$ cat config.mk
export PLATFORM = sky130hd
export DESIGN_NAME = ddrmr_top
export DESIGN_NICKNAME = d
export VERILOG_FILES = /design/src/hdl/ddrmr_pkg.sv /design/src/hdl/ddrmr_aldly.sv /design/src/hdl/ddrmr_top.sv
export SDC_FILE = /design/constraint.sdc
export NUM_CORES = 1
export LEC_CHECK = 0
export ABC_AREA = 1
export BUFFER_PORTS_ARGS = -buffer_cell sky130_fd_sc_hd__buf_2
export CORE_AREA = 3 3 59 116
export DETAILED_ROUTE_END_ITERATION = 6
export DIE_AREA = 0 0 62 119
export HOLD_SLACK_MARGIN = 0.12
export PLACE_DENSITY = 0.74
export SLEW_MARGIN = 25
export SYNTH_ARGS = -nofsm -noshare
export SYNTH_HDL_FRONTEND = slang
export SYNTH_SLANG_ARGS = --single-unit
$ cat constraint.sdc
create_clock -name mclk -period 1.89 [get_ports mclk]
set_input_delay 0.0945 -clock mclk [delete_from_list [all_inputs] [get_ports mclk]]
set_output_delay 0.0945 -clock mclk [all_outputs]
set_load 0.02 [all_outputs]
$ cat src/hdl/ddrmr_pkg.sv
// Package for the mode register 0 and 1 decode block: field positions, codes, structs.
// Assumes a single mclk domain and the command pins already sampled into that domain.
// Behaviour
// - DLL reset bit clears itself after reset.
// - Fixed four-beat burst pulls write two clocks.
// - Write recovery field combines with precharge time; this block only decodes it into cfg.wr_code.
// - Power-down DLL policy chooses slow or fast exit.
// - Command decode selects mode register one write.
// - Additive latency decoded from two field bits.
// - Nominal termination decoded from three field bits.
// - Driver impedance decoded from two field bits.
// - DLL stops during self-refresh, returns after.
// - Commands held additive latency before internal issue.
// - Output-off bit disconnects data and strobe outputs.
// - Termination strobe only on byte-wide configuration; here bit 11 alone enables it, with no width input.
// - Write leveling mode entered by leveling bit.
// - Writes need DLL only with dynamic termination.
// - Write termination applies even with nominal off.
package ddrmr_pkg;

    // Address bit positions for mode register 0.
    localparam int MR0_BL_LO   = 0;
    localparam int MR0_BL_HI   = 1;
    localparam int MR0_TEST    = 7;
    localparam int MR0_DLLRST  = 8;
    localparam int MR0_WR_LO   = 9;
    localparam int MR0_WR_HI   = 11;
    localparam int MR0_PPD     = 12;

    // Address bit positions for mode register 1.
    localparam int MR1_DLLDIS  = 0;
    localparam int MR1_DIC0    = 1;
    localparam int MR1_RTT0    = 2;
    localparam int MR1_AL0     = 3;
    localparam int MR1_AL1     = 4;
    localparam int MR1_DIC1    = 5;
    localparam int MR1_RTT1    = 6;
    localparam int MR1_LEVEL   = 7;
    localparam int MR1_ZERO8   = 8;
    localparam int MR1_RTT2    = 9;
    localparam int MR1_ZERO10  = 10;
    localparam int MR1_TSTRB   = 11;
    localparam int MR1_QOFF    = 12;
    localparam int MR1_ZERO13  = 13;
    localparam int MR1_ZERO14  = 14;

    // Burst length codes.
    localparam logic [1:0] BL_FIX8 = 2'h0;
    localparam logic [1:0] BL_OTF  = 2'h1;
    localparam logic [1:0] BL_FIX4 = 2'h2;
    localparam logic [1:0] BL_RSVD = 2'h3;

    // Additive latency codes.
    localparam logic [1:0] AL_ZERO = 2'h0;
    localparam logic [1:0] AL_CLM1 = 2'h1;
    localparam logic [1:0] AL_CLM2 = 2'h2;
    localparam logic [1:0] AL_RSVD = 2'h3;

    // Nominal termination codes {A9,A6,A2}.
    localparam logic [2:0] RTT_OFF  = 3'h0;
    localparam logic [2:0] RTT_DIV4 = 3'h1;
    localparam logic [2:0] RTT_DIV2 = 3'h2;
    localparam logic [2:0] RTT_DIV6 = 3'h3;
    localparam logic [2:0] RTT_DIV12 = 3'h4;
    localparam logic [2:0] RTT_DIV8 = 3'h5;

    // Driver impedance codes {A5,A1}.
    localparam logic [1:0] DIC_DIV6 = 2'h0;
    localparam logic [1:0] DIC_DIV7 = 2'h1;

    // Write recovery reserved code.
    localparam logic [2:0] WR_RSVD = 3'h0;

    // Bank select for the mode register targets.
    localparam logic [2:0] BA_MR0 = 3'h0;
    localparam logic [2:0] BA_MR1 = 3'h1;

    // Pull-in of the internal write point for fixed four-beat bursts, in clocks.
    localparam logic [3:0] BC4_PULLIN = 4'h2;

    // Reset values of the stored fields.
    localparam logic [15:0] MR0_RST = 16'h0000;
    localparam logic [15:0] MR1_RST = 16'h0000;

    // Width of the additive latency delay line.
    localparam int AL_MAX = 16;

    // Command pins, active low strobes, as sampled.
    typedef struct packed {
        logic        cs_n;
        logic        ras_n;
        logic        cas_n;
        logic        we_n;
        logic [2:0]  ba;
        logic [15:0] addr;
    } ddrmr_cmd_t;

    // Decoded configuration presented to the rest of the device.
    typedef struct packed {
        logic       dll_on;
        logic       ppd_fast;
        logic [2:0] wr_code;
        logic [1:0] al_code;
        logic [2:0] rtt_nom;
        logic [1:0] dic;
        logic       level;
        logic       tstrb_en;
        logic       out_off;
    } ddrmr_cfg_t;

endpackage

$ cat src/hdl/ddrmr_aldly.sv
// Delay line that holds a read or write command for the additive latency.
// Assumes the latency value is stable while commands are in flight.
`timescale 1ns/10ps
module ddrmr_aldly (
    // Clock and reset.
    input  wire logic       mclk,
    input  wire logic       srst,
    // Command entering from the pins.
    input  wire logic       cmd_in,
    input  wire logic [3:0] lat,
    // Command issued internally.
    output logic            cmd_out
);

    logic [ddrmr_pkg::AL_MAX-1:0] pipe_r; // Shift chain, one stage a clock.

    // Shift the command through the chain each clock.
    always_ff @(posedge mclk) begin
        if (srst) begin
            pipe_r <= '0;
        end else begin
            pipe_r <= {pipe_r[ddrmr_pkg::AL_MAX-2:0], cmd_in};
        end
    end

    // Zero latency passes straight through; otherwise tap the chain.
    assign cmd_out = (lat == 4'h0) ? cmd_in : pipe_r[lat - 4'h1];

endmodule

$ cat src/hdl/ddrmr_top.sv
// Mode register 0 and 1 store and decode for the memory device.
// Assumes the command pins are already registered on mclk by the input stage.
`timescale 1ns/10ps
module ddrmr_top (
    // Clock and reset.
    input  wire logic                  mclk,
    input  wire logic                  srst,
    // Command bus from the pins.
    input  wire ddrmr_pkg::ddrmr_cmd_t cmd,
    input  wire logic                  cke,
    // Device state and timing inputs.
    input  wire logic [3:0]            cas_lat,
    input  wire logic                  self_ref,
    input  wire logic                  pdn,
    input  wire logic                  dll_rst_done,
    input  wire logic                  wr_dyn_en,
    input  wire logic                  wr_cmd,
    input  wire logic                  rd_cmd,
    // Configuration and control out.
    output ddrmr_pkg::ddrmr_cfg_t      cfg,
    output logic                       dll_rst_req,
    output logic                       dll_run,
    output logic [3:0]                 add_lat,
    output logic                       bc4_pullin,
    output logic [3:0]                 wr_pullin,
    output logic                       data_out_en,
    output logic                       termination_strobe_en,
    output logic                       wr_rtt_apply,
    output logic                       wr_needs_dll,
    output logic                       rd_issue,
    output logic                       wr_issue,
    output logic                       rsvd_err
);

    logic [15:0] mr0_r;          // Stored mode register 0 image.
    logic [15:0] mr1_r;          // Stored mode register 1 image.
    logic        dll_rst_r;      // DLL reset bit, self-clearing.
    logic        dll_run_r;      // DLL running state.
    logic        err_r;          // Sticky reserved-code flag.
    logic [3:0]  al_r;           // Registered additive latency.
    logic        rd_dl;          // Read after the latency delay.
    logic        wr_dl;          // Write after the latency delay.
    logic        rd_iss_r;       // Registered internal read.
    logic        wr_iss_r;       // Registered internal write.
    logic        wr_apply_r;     // Registered write termination apply.
    logic        wr_dll_r;       // Registered write-needs-DLL flag.
    ddrmr_pkg::ddrmr_cfg_t cfg_r; // Registered configuration view.
    logic        bc4_r;          // Registered fixed four-beat flag.
    logic [3:0]  pull_r;         // Registered write pull-in, in clocks.
    logic        oen_r;          // Registered data and strobe output enable.
    logic        tstrb_r;        // Registered termination strobe enable.

    // Decode a mode register set command to a given bank.
    function automatic logic is_mrs(input ddrmr_pkg::ddrmr_cmd_t c, input logic [2:0] b);
        is_mrs = !c.cs_n && !c.ras_n && !c.cas_n && !c.we_n && (c.ba == b);
    endfunction

    // Decode a pair of register images into the configuration view.
    function automatic ddrmr_pkg::ddrmr_cfg_t cfg_of(input logic [15:0] m0,
                                                     input logic [15:0] m1);
        cfg_of.dll_on   = !m1[ddrmr_pkg::MR1_DLLDIS];
        cfg_of.ppd_fast = m0[ddrmr_pkg::MR0_PPD];
        cfg_of.wr_code  = m0[ddrmr_pkg::MR0_WR_HI:ddrmr_pkg::MR0_WR_LO];
        cfg_of.al_code  = {m1[ddrmr_pkg::MR1_AL1], m1[ddrmr_pkg::MR1_AL0]};
        cfg_of.rtt_nom  = {m1[ddrmr_pkg::MR1_RTT2], m1[ddrmr_pkg::MR1_RTT1],
                           m1[ddrmr_pkg::MR1_RTT0]};
        cfg_of.dic      = {m1[ddrmr_pkg::MR1_DIC1], m1[ddrmr_pkg::MR1_DIC0]};
        cfg_of.level    = m1[ddrmr_pkg::MR1_LEVEL];
        cfg_of.tstrb_en = m1[ddrmr_pkg::MR1_TSTRB];
        cfg_of.out_off  = m1[ddrmr_pkg::MR1_QOFF];
    endfunction

    wire mr0_wr = is_mrs(cmd, ddrmr_pkg::BA_MR0); // Write to mode register 0.
    wire mr1_wr = is_mrs(cmd, ddrmr_pkg::BA_MR1);

    // Field views of the stored images.
    wire [1:0] bl_code  = mr0_r[ddrmr_pkg::MR0_BL_HI:ddrmr_pkg::MR0_BL_LO];
    wire [1:0] al_code  = {mr1_r[ddrmr_pkg::MR1_AL1], mr1_r[ddrmr_pkg::MR1_AL0]};
    wire       dll_on   = !mr1_r[ddrmr_pkg::MR1_DLLDIS];

    // Reserved-code checks on the incoming address.
    wire [15:0] a = cmd.addr;
    wire rsv0 = mr0_wr && ((a[ddrmr_pkg::MR0_BL_HI:ddrmr_pkg::MR0_BL_LO] == ddrmr_pkg::BL_RSVD)
                || (a[ddrmr_pkg::MR0_WR_HI:ddrmr_pkg::MR0_WR_LO] == ddrmr_pkg::WR_RSVD)
                || a[ddrmr_pkg::MR0_TEST]);
    wire rsv1 = mr1_wr && (({a[ddrmr_pkg::MR1_AL1], a[ddrmr_pkg::MR1_AL0]} == ddrmr_pkg::AL_RSVD)
                || (a[ddrmr_pkg::MR1_RTT2] && a[ddrmr_pkg::MR1_RTT1])
                || a[ddrmr_pkg::MR1_DIC1]
                || a[ddrmr_pkg::MR1_ZERO8] || a[ddrmr_pkg::MR1_ZERO10]
                || a[ddrmr_pkg::MR1_ZERO13] || a[ddrmr_pkg::MR1_ZERO14]);

    // Additive latency value from the code and CAS latency.
    wire [3:0] al_nxt = (al_code == ddrmr_pkg::AL_CLM1) ? cas_lat - 4'h1 :
                        (al_code == ddrmr_pkg::AL_CLM2) ? cas_lat - 4'h2 : 4'h0;

    // DLL runs when enabled, not in self-refresh, and not frozen in slow-exit power-down.
    wire ppd_fast   = mr0_r[ddrmr_pkg::MR0_PPD];
    wire dll_run_nxt = dll_on && !self_ref && !(pdn && !ppd_fast);

    // Next images with the reset folded in. The output flip-flops load from these,
    // so cfg and the pin-facing enables change at the same edge as the image behind them; dll_run and add_lat follow one edge later.
    wire [15:0] mr0_nxt = srst ? ddrmr_pkg::MR0_RST : (mr0_wr ? a : mr0_r);
    wire [15:0] mr1_nxt = srst ? ddrmr_pkg::MR1_RST : (mr1_wr ? a : mr1_r);
    wire        bc4_nxt = (mr0_nxt[ddrmr_pkg::MR0_BL_HI:ddrmr_pkg::MR0_BL_LO]
                           == ddrmr_pkg::BL_FIX4);

    // Mode register images; the DLL reset bit is held separately.
    always_ff @(posedge mclk) begin
        if (srst) begin
            mr0_r <= ddrmr_pkg::MR0_RST;
            mr1_r <= ddrmr_pkg::MR1_RST;
        end else begin
            if (mr0_wr) begin
                mr0_r <= a;
            end
            if (mr1_wr) begin
                mr1_r <= a;
            end
        end
    end

    // Self-clearing DLL reset: a new request wins over the completion.
    always_ff @(posedge mclk) begin
        if (srst) begin
            dll_rst_r <= 1'b0;
        end else if (mr0_wr && a[ddrmr_pkg::MR0_DLLRST]) begin
            dll_rst_r <= 1'b1;
        end else if (dll_rst_done) begin
            dll_rst_r <= 1'b0;
        end
    end

    // Sticky error flag for reserved codes.
    always_ff @(posedge mclk) begin
        if (srst) begin
            err_r <= 1'b0;
        end else if (rsv0 || rsv1) begin
            err_r <= 1'b1;
        end
    end

    // DLL state and latency registers.
    always_ff @(posedge mclk) begin
        if (srst) begin
            dll_run_r <= 1'b0;
            al_r      <= 4'h0;
        end else begin
            dll_run_r <= dll_run_nxt;
            al_r      <= al_nxt;
        end
    end

    // Output flip-flops for the configuration view and the pin-facing enables.
    always_ff @(posedge mclk) begin
        cfg_r   <= cfg_of(mr0_nxt, mr1_nxt);
        bc4_r   <= bc4_nxt;
        pull_r  <= bc4_nxt ? ddrmr_pkg::BC4_PULLIN : 4'h0;
        oen_r   <= !mr1_nxt[ddrmr_pkg::MR1_QOFF];
        tstrb_r <= mr1_nxt[ddrmr_pkg::MR1_TSTRB];
    end

    // Hold reads and writes for the additive latency.
    ddrmr_aldly u_rd_dly (
        .mclk    (mclk),
        .srst    (srst),
        .cmd_in  (rd_cmd),
        .lat     (al_r),
        .cmd_out (rd_dl)
    );

    ddrmr_aldly u_wr_dly (
        .mclk    (mclk),
        .srst    (srst),
        .cmd_in  (wr_cmd),
        .lat     (al_r),
        .cmd_out (wr_dl)
    );

    // Internal issue and write termination flags.
    always_ff @(posedge mclk) begin
        if (srst) begin
            rd_iss_r   <= 1'b0;
            wr_iss_r   <= 1'b0;
            wr_apply_r <= 1'b0;
            wr_dll_r   <= 1'b0;
        end else begin
            rd_iss_r   <= rd_dl;
            wr_iss_r   <= wr_dl;
            wr_apply_r <= wr_dl && wr_dyn_en && !mr1_r[ddrmr_pkg::MR1_LEVEL];
            wr_dll_r   <= wr_dyn_en;
        end
    end

    // Outputs, each straight from a flip-flop.
    assign cfg           = cfg_r;
    assign dll_rst_req   = dll_rst_r;
    assign dll_run       = dll_run_r;
    assign add_lat       = al_r;
    assign bc4_pullin    = bc4_r;
    assign wr_pullin     = pull_r;
    assign data_out_en   = oen_r;
    assign termination_strobe_en = tstrb_r;
    assign wr_rtt_apply  = wr_apply_r;
    assign wr_needs_dll  = wr_dll_r;
    assign rd_issue      = rd_iss_r;
    assign wr_issue      = wr_iss_r;
    assign rsvd_err      = err_r;
endmodule

==> flow_summary.html, run 1 <==
<table>
<tr><th>Metric</th><th>Value</th></tr>
<tr><th colspan="2">Yosys</th></tr>
<tr><td>Post-synth EDFFs</td><td>0</td></tr>
<tr><td>Dominant cells by area after synthesis</td><td>sky130_fd_sc_hd__dfxtp_1 47%, sky130_fd_sc_hd__nor2_1 8.5%, sky130_fd_sc_hd__inv_1 8.3%, sky130_fd_sc_hd__buf_4 5.6%, sky130_fd_sc_hd__nand2_1 4.9%</td></tr>
<tr><td>Ys async rst share</td><td>0%</td></tr>
<tr><td>Area leader, netlist</td><td>sky130_fd_sc_hd__dfxtp_1</td></tr>
<tr><td>Mapped Cells</td><td>around 350</td></tr>
<tr><td>Area of the mapped netlist</td><td>0.002705 sq mm</td></tr>
<tr><td>Synthesis warning total</td><td>0</td></tr>
<tr><td>Synth Register Bits</td><td>63</td></tr>
<tr><td>Syn Area/Cell</td><td>a little under 8 sq um</td></tr>
<tr><td>Number of library cell types mapped by synthesis</td><td>34</td></tr>
<tr><td>Area fraction of the dominant cell type after synthesis</td><td>around 47%</td></tr>
<tr><td>Top flip-flop cell by instance count after synthesis</td><td>sky130_fd_sc_hd__dfxtp_1</td></tr>
<tr><td>Cell types with the highest counts after synthesis</td><td>63 x sky130_fd_sc_hd__dfxtp_1, 61 x sky130_fd_sc_hd__nor2_1, 60 x sky130_fd_sc_hd__inv_1, 35 x sky130_fd_sc_hd__nand2_1, 20 x sky130_fd_sc_hd__buf_4</td></tr>
<tr><td>Sequential-to-total area share from yosys stat</td><td>46.62%</td></tr>
<tr><td>Count leader, synth</td><td>sky130_fd_sc_hd__dfxtp_1</td></tr>
<tr><th colspan="2">Floorplan</th></tr>
<tr><td>Top-level port count</td><td>between 60 and 70</td></tr>
<tr><td>Die Wd</td><td>between 60 and 70 um</td></tr>
<tr><td>Die outline height</td><td>between 100 and 150 um</td></tr>
<tr><td>Die Footprint</td><td>around 0.0074 sq mm</td></tr>
<tr><td>Core ar.</td><td>just over 0.006 sq mm</td></tr>
<tr><td>Effective utilization at floorplan</td><td>around 45%</td></tr>
<tr><td>Row count</td><td>40</td></tr>
<tr><th colspan="2">Status</th></tr>
<tr><td>Run status</td><td>completed</td></tr>
<tr><th colspan="2">Setup path</th></tr>
<tr><td>Kind of cell adding the most delay to the critical path</td><td>buffers and inverters</td></tr>
<tr><td>Top fanout value on the critical path</td><td>29</td></tr>
<tr><td>Crit-path cells</td><td>dlygate4sd3_1 -&gt; buf_2 -&gt; buf_4 -&gt; a21oi_1 -&gt; dlygate4sd3_1</td></tr>
<tr><td>Arrival @ worst endpoint</td><td>about 1.9 ns</td></tr>
<tr><td>Slowest cell on crit path</td><td>sky130_fd_sc_hd__dlygate4sd3_1</td></tr>
<tr><td>Data required, critical path</td><td>about 2.1 ns</td></tr>
<tr><td>Nature of the critical path startpoint</td><td>input pin</td></tr>
<tr><td>Start of the worst register-to-register path</td><td>add_lat[1]</td></tr>
<tr><td>Dominant cell type by count on the critical path</td><td>sky130_fd_sc_hd__dlygate4sd3_1</td></tr>
<tr><td>Crit path kind</td><td>in -&gt; reg</td></tr>
<tr><td>Largest stage delay on the critical path</td><td>0.56 ns</td></tr>
<tr><td>Buffering stage count on the worst path with inverters included</td><td>4</td></tr>
<tr><td>Number of cell instances on the worst register-to-register path</td><td>10</td></tr>
<tr><td>Endpoint of the worst register-to-register path</td><td>rd_issue</td></tr>
<tr><td>Critical path endpoint category</td><td>flip-flop</td></tr>
<tr><td>Worst-case register-to-register setup slack</td><td>roughly 0.27 ns</td></tr>
<tr><th colspan="2">Timing</th></tr>
<tr><td>Max Clock Skew</td><td>between 0.007 and 0.008 ns</td></tr>
<tr><td>Count of final hold-check violations</td><td>0</td></tr>
<tr><td>Max Clock Freq</td><td>between 600 and 700 MHz</td></tr>
<tr><td>Setup TNS Final</td><td>0 ns</td></tr>
<tr><td>Setup repair after global routing missed its margin</td><td>false</td></tr>
<tr><td>Max-slew violation count</td><td>0</td></tr>
<tr><td>Min cycle time layout</td><td>roughly 1.6 ns</td></tr>
<tr><td>Number of failing setup endpoints in the final timing report</td><td>0</td></tr>
<tr><td>Final worst path period share</td><td>roughly 87%</td></tr>
<tr><td>Final-layout worst hold slack</td><td>~0.15 ns</td></tr>
<tr><th colspan="2">Routing</th></tr>
<tr><td>DRC violation total after the first TritonRoute iteration</td><td>between 50 and 60</td></tr>
<tr><td>Top layer reached by signal wires</td><td>met4</td></tr>
<tr><td>Number of iterations in the first detailed-routing pass</td><td>4</td></tr>
<tr><td>Antenna violation net count after detailed routing</td><td>0</td></tr>
<tr><td>DR WL met2</td><td>about 3500 um</td></tr>
<tr><td>Total routed wire length on the met1 layer</td><td>roughly 2200 um</td></tr>
<tr><td>Mean routed wirelength per cell</td><td>12.11 um</td></tr>
<tr><td>Number of vias after detailed routing</td><td>about 2.4k</td></tr>
<tr><td>DRC violations left</td><td>0</td></tr>
<tr><td>WL final</td><td>between 6000 and 7000 um</td></tr>
<tr><td>Wire length on met3</td><td>between 300 and 400 um</td></tr>
<tr><td>Per-cell via count in the routed design</td><td>4.680</td></tr>
<tr><th colspan="2">Finish</th></tr>
<tr><td>Layout cell share with drive strength beyond 1</td><td>24.07%</td></tr>
<tr><td>Post-route standard cell area excluding fillers</td><td>~0.0036 sq mm</td></tr>
<tr><td>Antenna diode count</td><td>0</td></tr>
<tr><td>Area growth, synth to finish</td><td>31.54%</td></tr>
<tr><td>Area of the multi-input gates</td><td>980.9 sq um</td></tr>
<tr><td>Count of fill cells added during filler insertion</td><td>540</td></tr>
<tr><td>Number of nets at the end of the flow</td><td>approximately 470</td></tr>
<tr><td>Storage cell area</td><td>~0.0013 sq mm</td></tr>
<tr><th colspan="2">CTS</th></tr>
<tr><td># H-tree levels</td><td>3</td></tr>
<tr><td>TritonCTS clock tree</td><td>yes</td></tr>
<tr><td>Clock tree root buffer cell</td><td>sky130_fd_sc_hd__clkbuf_16</td></tr>
<tr><td>Sink Count</td><td>63</td></tr>
<tr><td>Buffer depth of the longest clock path</td><td>2</td></tr>
<tr><td>Post-cts gate resize count</td><td>0</td></tr>
<tr><td>Worst-Skew Late Latency</td><td>0.33 ns</td></tr>
<tr><td>CTS Buf Count</td><td>9</td></tr>
<tr><td>Clk slew on worst S/H paths</td><td>0.05 ns</td></tr>
<tr><th colspan="2">Min path</th></tr>
<tr><td>Destination of the worst hold path</td><td>rsvd_err</td></tr>
<tr><td>Number of cells traversed by the worst hold path</td><td>4</td></tr>
<tr><td>Startpoint of the worst hold path</td><td>cmd[14]</td></tr>
<tr><td>Path type of the worst min-delay path</td><td>in -&gt; reg</td></tr>
<tr><th colspan="2">Global route</th></tr>
<tr><td>Number of antenna violations at the first check in global routing</td><td>0</td></tr>
<tr><td>Pin count of the biggest net entering global routing</td><td>30</td></tr>
<tr><td>Number of global-route vias before repair</td><td>between 2k and 2.5k</td></tr>
<tr><td>Global-route total usage across every layer</td><td>about a fifth</td></tr>
<tr><td>Overflow left after global routing</td><td>0</td></tr>
<tr><td>Wire length of the first global-routing pass</td><td>10,520 um</td></tr>
<tr><th colspan="2">Placed design</th></tr>
<tr><td>Placer congestion estimate</td><td>0.8727</td></tr>
<tr><td>Count of port buffers added during placement</td><td>63</td></tr>
<tr><td>Detailed-placement wirelength estimate</td><td>~4300 um</td></tr>
<tr><td>Area of placed instances</td><td>slightly below 0.003 sq mm</td></tr>
<tr><th colspan="2">Flow run</th></tr>
<tr><td>Max-Cap Viols</td><td>0</td></tr>
<tr><th colspan="2">Power</th></tr>
<tr><td>PwrDens</td><td>around 990 mW/mm^2</td></tr>
<tr><td>Leakage component of the power</td><td>about 1.7 nW</td></tr>
<tr><td>VDD IR max</td><td>0.6897 mV</td></tr>
</table>
==> worst min-delay path: stages <==
cell and delay [ns]:
sky130_fd_sc_hd__buf_2 0.08, sky130_fd_sc_hd__or3_1 0.08, sky130_fd_sc_hd__o21ai_0 0.06, sky130_fd_sc_hd__a21oi_1 0.13
==> worst max path at each step <==
stage                          start           to  cells past startpoint
final                           srst  dll_rst_req                      5
after global routing      add_lat[1]     rd_issue                     10
after CTS                       srst  dll_rst_req                      5
after detailed placement  add_lat[1]     rd_issue                     10
after global placement    add_lat[1]     rd_issue                     10
after floorplan           add_lat[0]     wr_issue                     11
==> area by class of cell <==
class                           count  area share, %
Sequential cell                    63          35.44
Multi-Input combinational cell    194          27.57
Timing Repair Buffer               96          17.58
Clock buffer                       10          6.716
Inverter                           63          6.716
Clock inverter                      6          3.024
Tap cell                           84          2.954
==> power breakdown <==
group,switching [mW],total (mW),internal [mW]
clock,0.577,1.89,1.32
combinational,0.142,0.258,0.116
sequential,0.00621,1.35,1.35
total,0.726,3.51,2.78
==> stage by stage <==
stage,cells,setup slack (ns),util [%],power [mW]
finish,516,0.2461,58.76,3.506
global route,516,0.1043,58.76,3.593
CTS,516,0.2531,58.76,3.520
detailed placement,475,0.2936,48.91,1.599
global placement,475,0.3164,48.91,1.594
floorplan,351,0.09830,-,1.530
==> flip-flops by register name, summed over array words and instances, names as in the netlist <==
signal,flops
data_out_en,1
mr1_r,7
dll_rst_req,1
cfg,7
wr_pullin,1
u_wr_dly.pipe_r,16
add_lat,4
dll_run,1
wr_issue,1
wr_rtt_apply,1
mr0_r,4
rd_issue,1
u_rd_dly.pipe_r,16
rsvd_err,1
wr_needs_dll,1
==> cells in the final DEF (no fill, tap or decap) <==
| cell | synthesis | final |
|---|---|---|
| sky130_fd_sc_hd__bufinv_16 | 0 | 3 |
| sky130_fd_sc_hd__a211oi_1 | 1 | 1 |
| sky130_fd_sc_hd__clkbuf_8 | 0 | 1 |
| sky130_fd_sc_hd__clkinvlp_4 | 0 | 1 |
| sky130_fd_sc_hd__nor3_1 | 3 | 3 |
| sky130_fd_sc_hd__o211ai_1 | 4 | 4 |
| sky130_fd_sc_hd__dfxtp_1 | 63 | 63 |
| sky130_fd_sc_hd__nand3_2 | 5 | 5 |
| sky130_fd_sc_hd__o21ai_1 | 2 | 2 |
| sky130_fd_sc_hd__nand2_4 | 1 | 1 |
| sky130_fd_sc_hd__a2111oi_0 | 1 | 1 |
| sky130_fd_sc_hd__nand2_2 | 5 | 5 |
| sky130_fd_sc_hd__nor2_4 | 1 | 1 |
| sky130_fd_sc_hd__inv_1 | 60 | 60 |
| sky130_fd_sc_hd__inv_4 | 1 | 1 |
| sky130_fd_sc_hd__conb_1 | 1 | 3 |
| sky130_fd_sc_hd__a21oi_1 | 19 | 19 |
| sky130_fd_sc_hd__xor2_1 | 2 | 2 |
| sky130_fd_sc_hd__dlygate4sd3_1 | 0 | 25 |
| sky130_fd_sc_hd__buf_4 | 20 | 8 |
| sky130_fd_sc_hd__nand3_1 | 19 | 19 |
| sky130_fd_sc_hd__clkinv_2 | 0 | 2 |
| sky130_fd_sc_hd__nand2_1 | 35 | 35 |
| sky130_fd_sc_hd__ha_1 | 5 | 5 |
| sky130_fd_sc_hd__o22ai_1 | 1 | 1 |
| sky130_fd_sc_hd__inv_2 | 2 | 2 |
| sky130_fd_sc_hd__nand4_1 | 2 | 2 |
| sky130_fd_sc_hd__o21ai_0 | 19 | 19 |
| sky130_fd_sc_hd__xnor2_1 | 1 | 1 |
| sky130_fd_sc_hd__clkbuf_16 | 0 | 9 |
| sky130_fd_sc_hd__buf_2 | 2 | 63 |
| sky130_fd_sc_hd__nor2_1 | 61 | 61 |
| sky130_fd_sc_hd__or2_2 | 1 | 1 |
| sky130_fd_sc_hd__nand4_4 | 1 | 1 |
| sky130_fd_sc_hd__o31ai_1 | 1 | 1 |
| sky130_fd_sc_hd__or3_1 | 1 | 1 |
==> per-layer routing <==
layer  vias up  track usage, %
met4         0           9.296
li1       1209               -
met5         -               0
met3        18           6.508
met2        76           32.86
met1      1112           18.48
==> timing repair <==
action / in CTS / in global routing
hold buffers: 25 / 0
hold endpoints to repair: 37 / 0
endpoints found under the setup margin: 0 / 0
setup buffers: 0 / 0
==> logic make-up (layout without fill, tap and decap cells) <==
kind of cell,Yosys count,after routing,synth area share [%]
compound gates,48,48,9.621
fa+ha+maj,5,5,2.313
buf+inv,94,175,17.39
xor+xnor,3,3,0.9715
simple gates,135,135,22.94
flops,63,63,46.62
other cells,1,3,0.1386
(Power assumes the default switching activity.)
==> run 2: changes to the inputs <==
CELL_PAD_IN_SITES_DETAIL_PLACEMENT = 1   (was unset)
CELL_PAD_IN_SITES_GLOBAL_PLACEMENT = 1   (was unset)
CORE_AREA = 3 3 64 126   (was 3 3 59 116)
DIE_AREA = 0 0 67 129   (was 0 0 62 119)
PLACE_DENSITY = 0.84   (was 0.74)
RECOVER_POWER = 50   (was unset)
==> run 2 against run 1 <==
  * Combinational power rose by 4%
  * Routed wire length rose by 43%
  * Worst setup slack got worse by 0.078 ns
  * Count of clock-buffer cells in the layout did not move
  * Final cell count rose by 0.58%
  * Global-route usage rose by 4.0 points
  * Total power fell by 7.3%
  * Sequential power barely moved
  * Die area rose by 17%
  * Clock power fell by 14%
  * Largest power group unchanged
  * Highest routed layer unchanged
==> flow_summary.html, run 2 (same netlist as run 1, synthesis figures left out) <==
<table>
<tr><th>Metric</th><th>Value</th></tr>
<tr><th colspan="2">Floorplan</th></tr>
<tr><td>Die Wd</td><td>67 um</td></tr>
<tr><td>Die Footprint</td><td>just under 0.009 sq mm</td></tr>
<tr><td>Effective utilization at floorplan</td><td>a little under two fifths</td></tr>
<tr><td>Top-level port count</td><td>69</td></tr>
<tr><td>Core ar.</td><td>0.007267 sq mm</td></tr>
<tr><td>Die outline height</td><td>129 um</td></tr>
<tr><td>Row count</td><td>44</td></tr>
<tr><th colspan="2">Status</th></tr>
<tr><td>Run status</td><td>completed</td></tr>
<tr><th colspan="2">Flow run</th></tr>
<tr><td>Max-Cap Viols</td><td>0</td></tr>
<tr><th colspan="2">Timing</th></tr>
<tr><td>Min cycle time layout</td><td>roughly 1.7 ns</td></tr>
<tr><td>Setup TNS Final</td><td>0 ns</td></tr>
<tr><td>Count of final hold-check violations</td><td>0</td></tr>
<tr><td>Max Clock Freq</td><td>580.8 MHz</td></tr>
<tr><td>Worst Max-Slew Pin Slew</td><td>~0.94 ns</td></tr>
<tr><td>Setup repair after global routing missed its margin</td><td>false</td></tr>
<tr><td>Remaining max-slew budget at the tightest pin</td><td>37.05%</td></tr>
<tr><td>Max-slew violation count</td><td>0</td></tr>
<tr><td>Final worst path period share</td><td>around nine tenths</td></tr>
<tr><td>Number of failing setup endpoints in the final timing report</td><td>0</td></tr>
<tr><td>Max Clock Skew</td><td>approximately 0.0083 ns</td></tr>
<tr><th colspan="2">Global route</th></tr>
<tr><td>Wire length of the first global-routing pass</td><td>14,480 um</td></tr>
<tr><td>Global-route total usage across every layer</td><td>a little under a quarter</td></tr>
<tr><td>Overflow left after global routing</td><td>0</td></tr>
<tr><td>Pin count of the biggest net entering global routing</td><td>43</td></tr>
<tr><td>Number of antenna violations at the first check in global routing</td><td>0</td></tr>
<tr><td>Number of global-route vias before repair</td><td>between 2k and 3k</td></tr>
<tr><th colspan="2">Min path</th></tr>
<tr><td>Path type of the worst min-delay path</td><td>in -&gt; reg</td></tr>
<tr><th colspan="2">Setup path</th></tr>
<tr><td>Data required, critical path</td><td>2.10 ns</td></tr>
<tr><td>Crit path kind</td><td>reg -&gt; reg</td></tr>
<tr><td>Number of cell instances on the worst register-to-register path</td><td>8</td></tr>
<tr><td>Critical path endpoint category</td><td>flip-flop</td></tr>
<tr><td>Endpoint of the worst register-to-register path</td><td>wr_issue</td></tr>
<tr><td>End point of the critical path</td><td>wr_issue</td></tr>
<tr><td>Start of the worst register-to-register path</td><td>add_lat[1]</td></tr>
<tr><td>Nature of the critical path startpoint</td><td>flip-flop</td></tr>
<tr><td>Critical Path Start</td><td>add_lat[1]</td></tr>
<tr><td>Top fanout value on the critical path</td><td>4</td></tr>
<tr><td>Arrival @ worst endpoint</td><td>1.93 ns</td></tr>
<tr><td>Worst-case register-to-register setup slack</td><td>0.17 ns</td></tr>
<tr><th colspan="2">Placed design</th></tr>
<tr><td>Count of port buffers added during placement</td><td>63</td></tr>
<tr><td>Detailed-placement wirelength estimate</td><td>5177 um</td></tr>
<tr><td>Placer congestion estimate</td><td>around 0.80</td></tr>
<tr><th colspan="2">Finish</th></tr>
<tr><td>Most used cells in the layout excluding fill and tap cells</td><td>63 x sky130_fd_sc_hd__dfxtp_1, 62 x sky130_fd_sc_hd__nor2_1, 60 x sky130_fd_sc_hd__inv_1</td></tr>
<tr><td>Number of nets at the end of the flow</td><td>between 400 and 500</td></tr>
<tr><td>Area growth, synth to finish</td><td>27.47%</td></tr>
<tr><td>Largest registers</td><td>u_rd_dly.pipe_r (16), u_wr_dly.pipe_r (16)</td></tr>
<tr><td>Most common library cell in the layout ignoring fill and taps</td><td>sky130_fd_sc_hd__dfxtp_1</td></tr>
<tr><td>Antenna diode count</td><td>0</td></tr>
<tr><td>Layout cell share with drive strength beyond 1</td><td>about a fifth</td></tr>
<tr><th colspan="2">CTS</th></tr>
<tr><td>Buffer depth of the longest clock path</td><td>2</td></tr>
<tr><td>CTS Buf Count</td><td>9</td></tr>
<tr><td>Sink Count</td><td>63</td></tr>
<tr><td>Clk slew on worst S/H paths</td><td>approximately 0.06 ns</td></tr>
<tr><td># H-tree levels</td><td>3</td></tr>
<tr><td>Worst-Skew Late Latency</td><td>between 0.3 and 0.4 ns</td></tr>
<tr><td>TritonCTS clock tree</td><td>yes</td></tr>
<tr><td>Clock tree root buffer cell</td><td>sky130_fd_sc_hd__clkbuf_16</td></tr>
<tr><th colspan="2">Power</th></tr>
<tr><td>PwrDens</td><td>roughly 940 mW/mm^2</td></tr>
<tr><td>Leakage component of the power</td><td>approximately 1.6 nW</td></tr>
<tr><td>Final total power</td><td>roughly 3.2 mW</td></tr>
<tr><td>VDD IR max</td><td>around 0.68 mV</td></tr>
<tr><th colspan="2">Routing</th></tr>
<tr><td>Antenna violation net count after detailed routing</td><td>0</td></tr>
<tr><td>Mean routed wirelength per cell</td><td>~17 um</td></tr>
<tr><td>WL final</td><td>~9000 um</td></tr>
<tr><td>Per-cell via count in the routed design</td><td>between 4 and 5</td></tr>
<tr><td>DRC violation total after the first TritonRoute iteration</td><td>75</td></tr>
<tr><td>Number of iterations in the first detailed-routing pass</td><td>4</td></tr>
<tr><td>Number of vias after detailed routing</td><td>approximately 2.6k</td></tr>
<tr><td>DRC violations left</td><td>0</td></tr>
</table>
run 2: cell count changes in the layout (fill, tap and decap cells not counted), moves of 2 or more:
cell | before | now
sky130_fd_sc_hd__clkbuf_1 | 0 | 10
sky130_fd_sc_hd__bufinv_16 | 3 | 1
sky130_fd_sc_hd__buf_4 | 8 | 4
sky130_fd_sc_hd__buf_2 | 63 | 55
sky130_fd_sc_hd__dlygate4sd3_1 | 25 | 23
run 2: per-layer routing:
| metal | vias to the layer above | part of all wire [%] | GRT usage (%) |
|---|---|---|---|
| met4 | 0 | 5.8 | 15.31 |
| met3 | 37 | 4.7 | 6.026 |
| met2 | 100 | 56 | 42.05 |
| met5 | - | 0 | 0 |
| met1 | 1247 | 33 | 20.97 |
| li1 | 1196 | - | - |
run 2: worst max-delay path, cell delays in order, from the launching register on:
cell	delay, ns
sky130_fd_sc_hd__dfxtp_1	0.34
sky130_fd_sc_hd__inv_1	0.12
sky130_fd_sc_hd__ha_1	0.24
sky130_fd_sc_hd__xnor2_1	0.43
sky130_fd_sc_hd__nand3_1	0.17
sky130_fd_sc_hd__nand3_2	0.11
sky130_fd_sc_hd__nand3_2	0.07
sky130_fd_sc_hd__nand2_2	0.08
sky130_fd_sc_hd__nor2_1	0.04
run 2: worst min-delay path by stage:
stage / from / to / slack, ns / cells after the start
after floorplan: self_ref / dll_run / 0.18 / 1
after global placement: self_ref / dll_run / 0.27 / 2
after detailed placement: self_ref / dll_run / 0.27 / 2
after CTS: cmd[13] / rsvd_err / 0.16 / 4
after global routing: cmd[13] / rsvd_err / 0.19 / 4
final: cmd[13] / rsvd_err / 0.18 / 4
run 2: per-stage QoR:
stage | std cells | instance area [sq um] | utilization (%) | hold slack, ns | worst slack (ns)
global route | 519 | 3448 | 47.45 | 0.1942 | 0.03365
CTS | 519 | 3470 | 47.74 | 0.1644 | 0.2037
finish | 519 | 3448 | 47.45 | 0.1846 | 0.1684
detailed placement | 480 | 2949 | 40.58 | 0.2713 | 0.2432
floorplan | 351 | 2713 | - | 0.1776 | 0.09830
global placement | 480 | 2949 | 40.58 | 0.2658 | 0.2997
run 2: layout make-up:
cell class / instances / area [sq um]
Tap cell: 92 / 115.1
Sequential cell: 63 / 1261
Inverter: 63 / 239.0
Multi-Input combinational cell: 194 / 973.4
Clock buffer: 10 / 229.0
Timing Repair Buffer: 91 / 569.3
Fill cell: 915 / 3819
Clock inverter: 6 / 61.31
run 2: what timing repair did:
item,CTS,global route
hold endpoints to repair,29,0
hold buffers,23,0
gates resized for setup,0,0
setup buffers,0,0
run 2: where the power goes:
group	switching, mW	leakage [nW]	internal, mW
logic	0.161	0.943	0.108
registers	0.00885	0.510	1.35
clock network	0.610	0.142	1.01
total	0.780	1.60	2.47
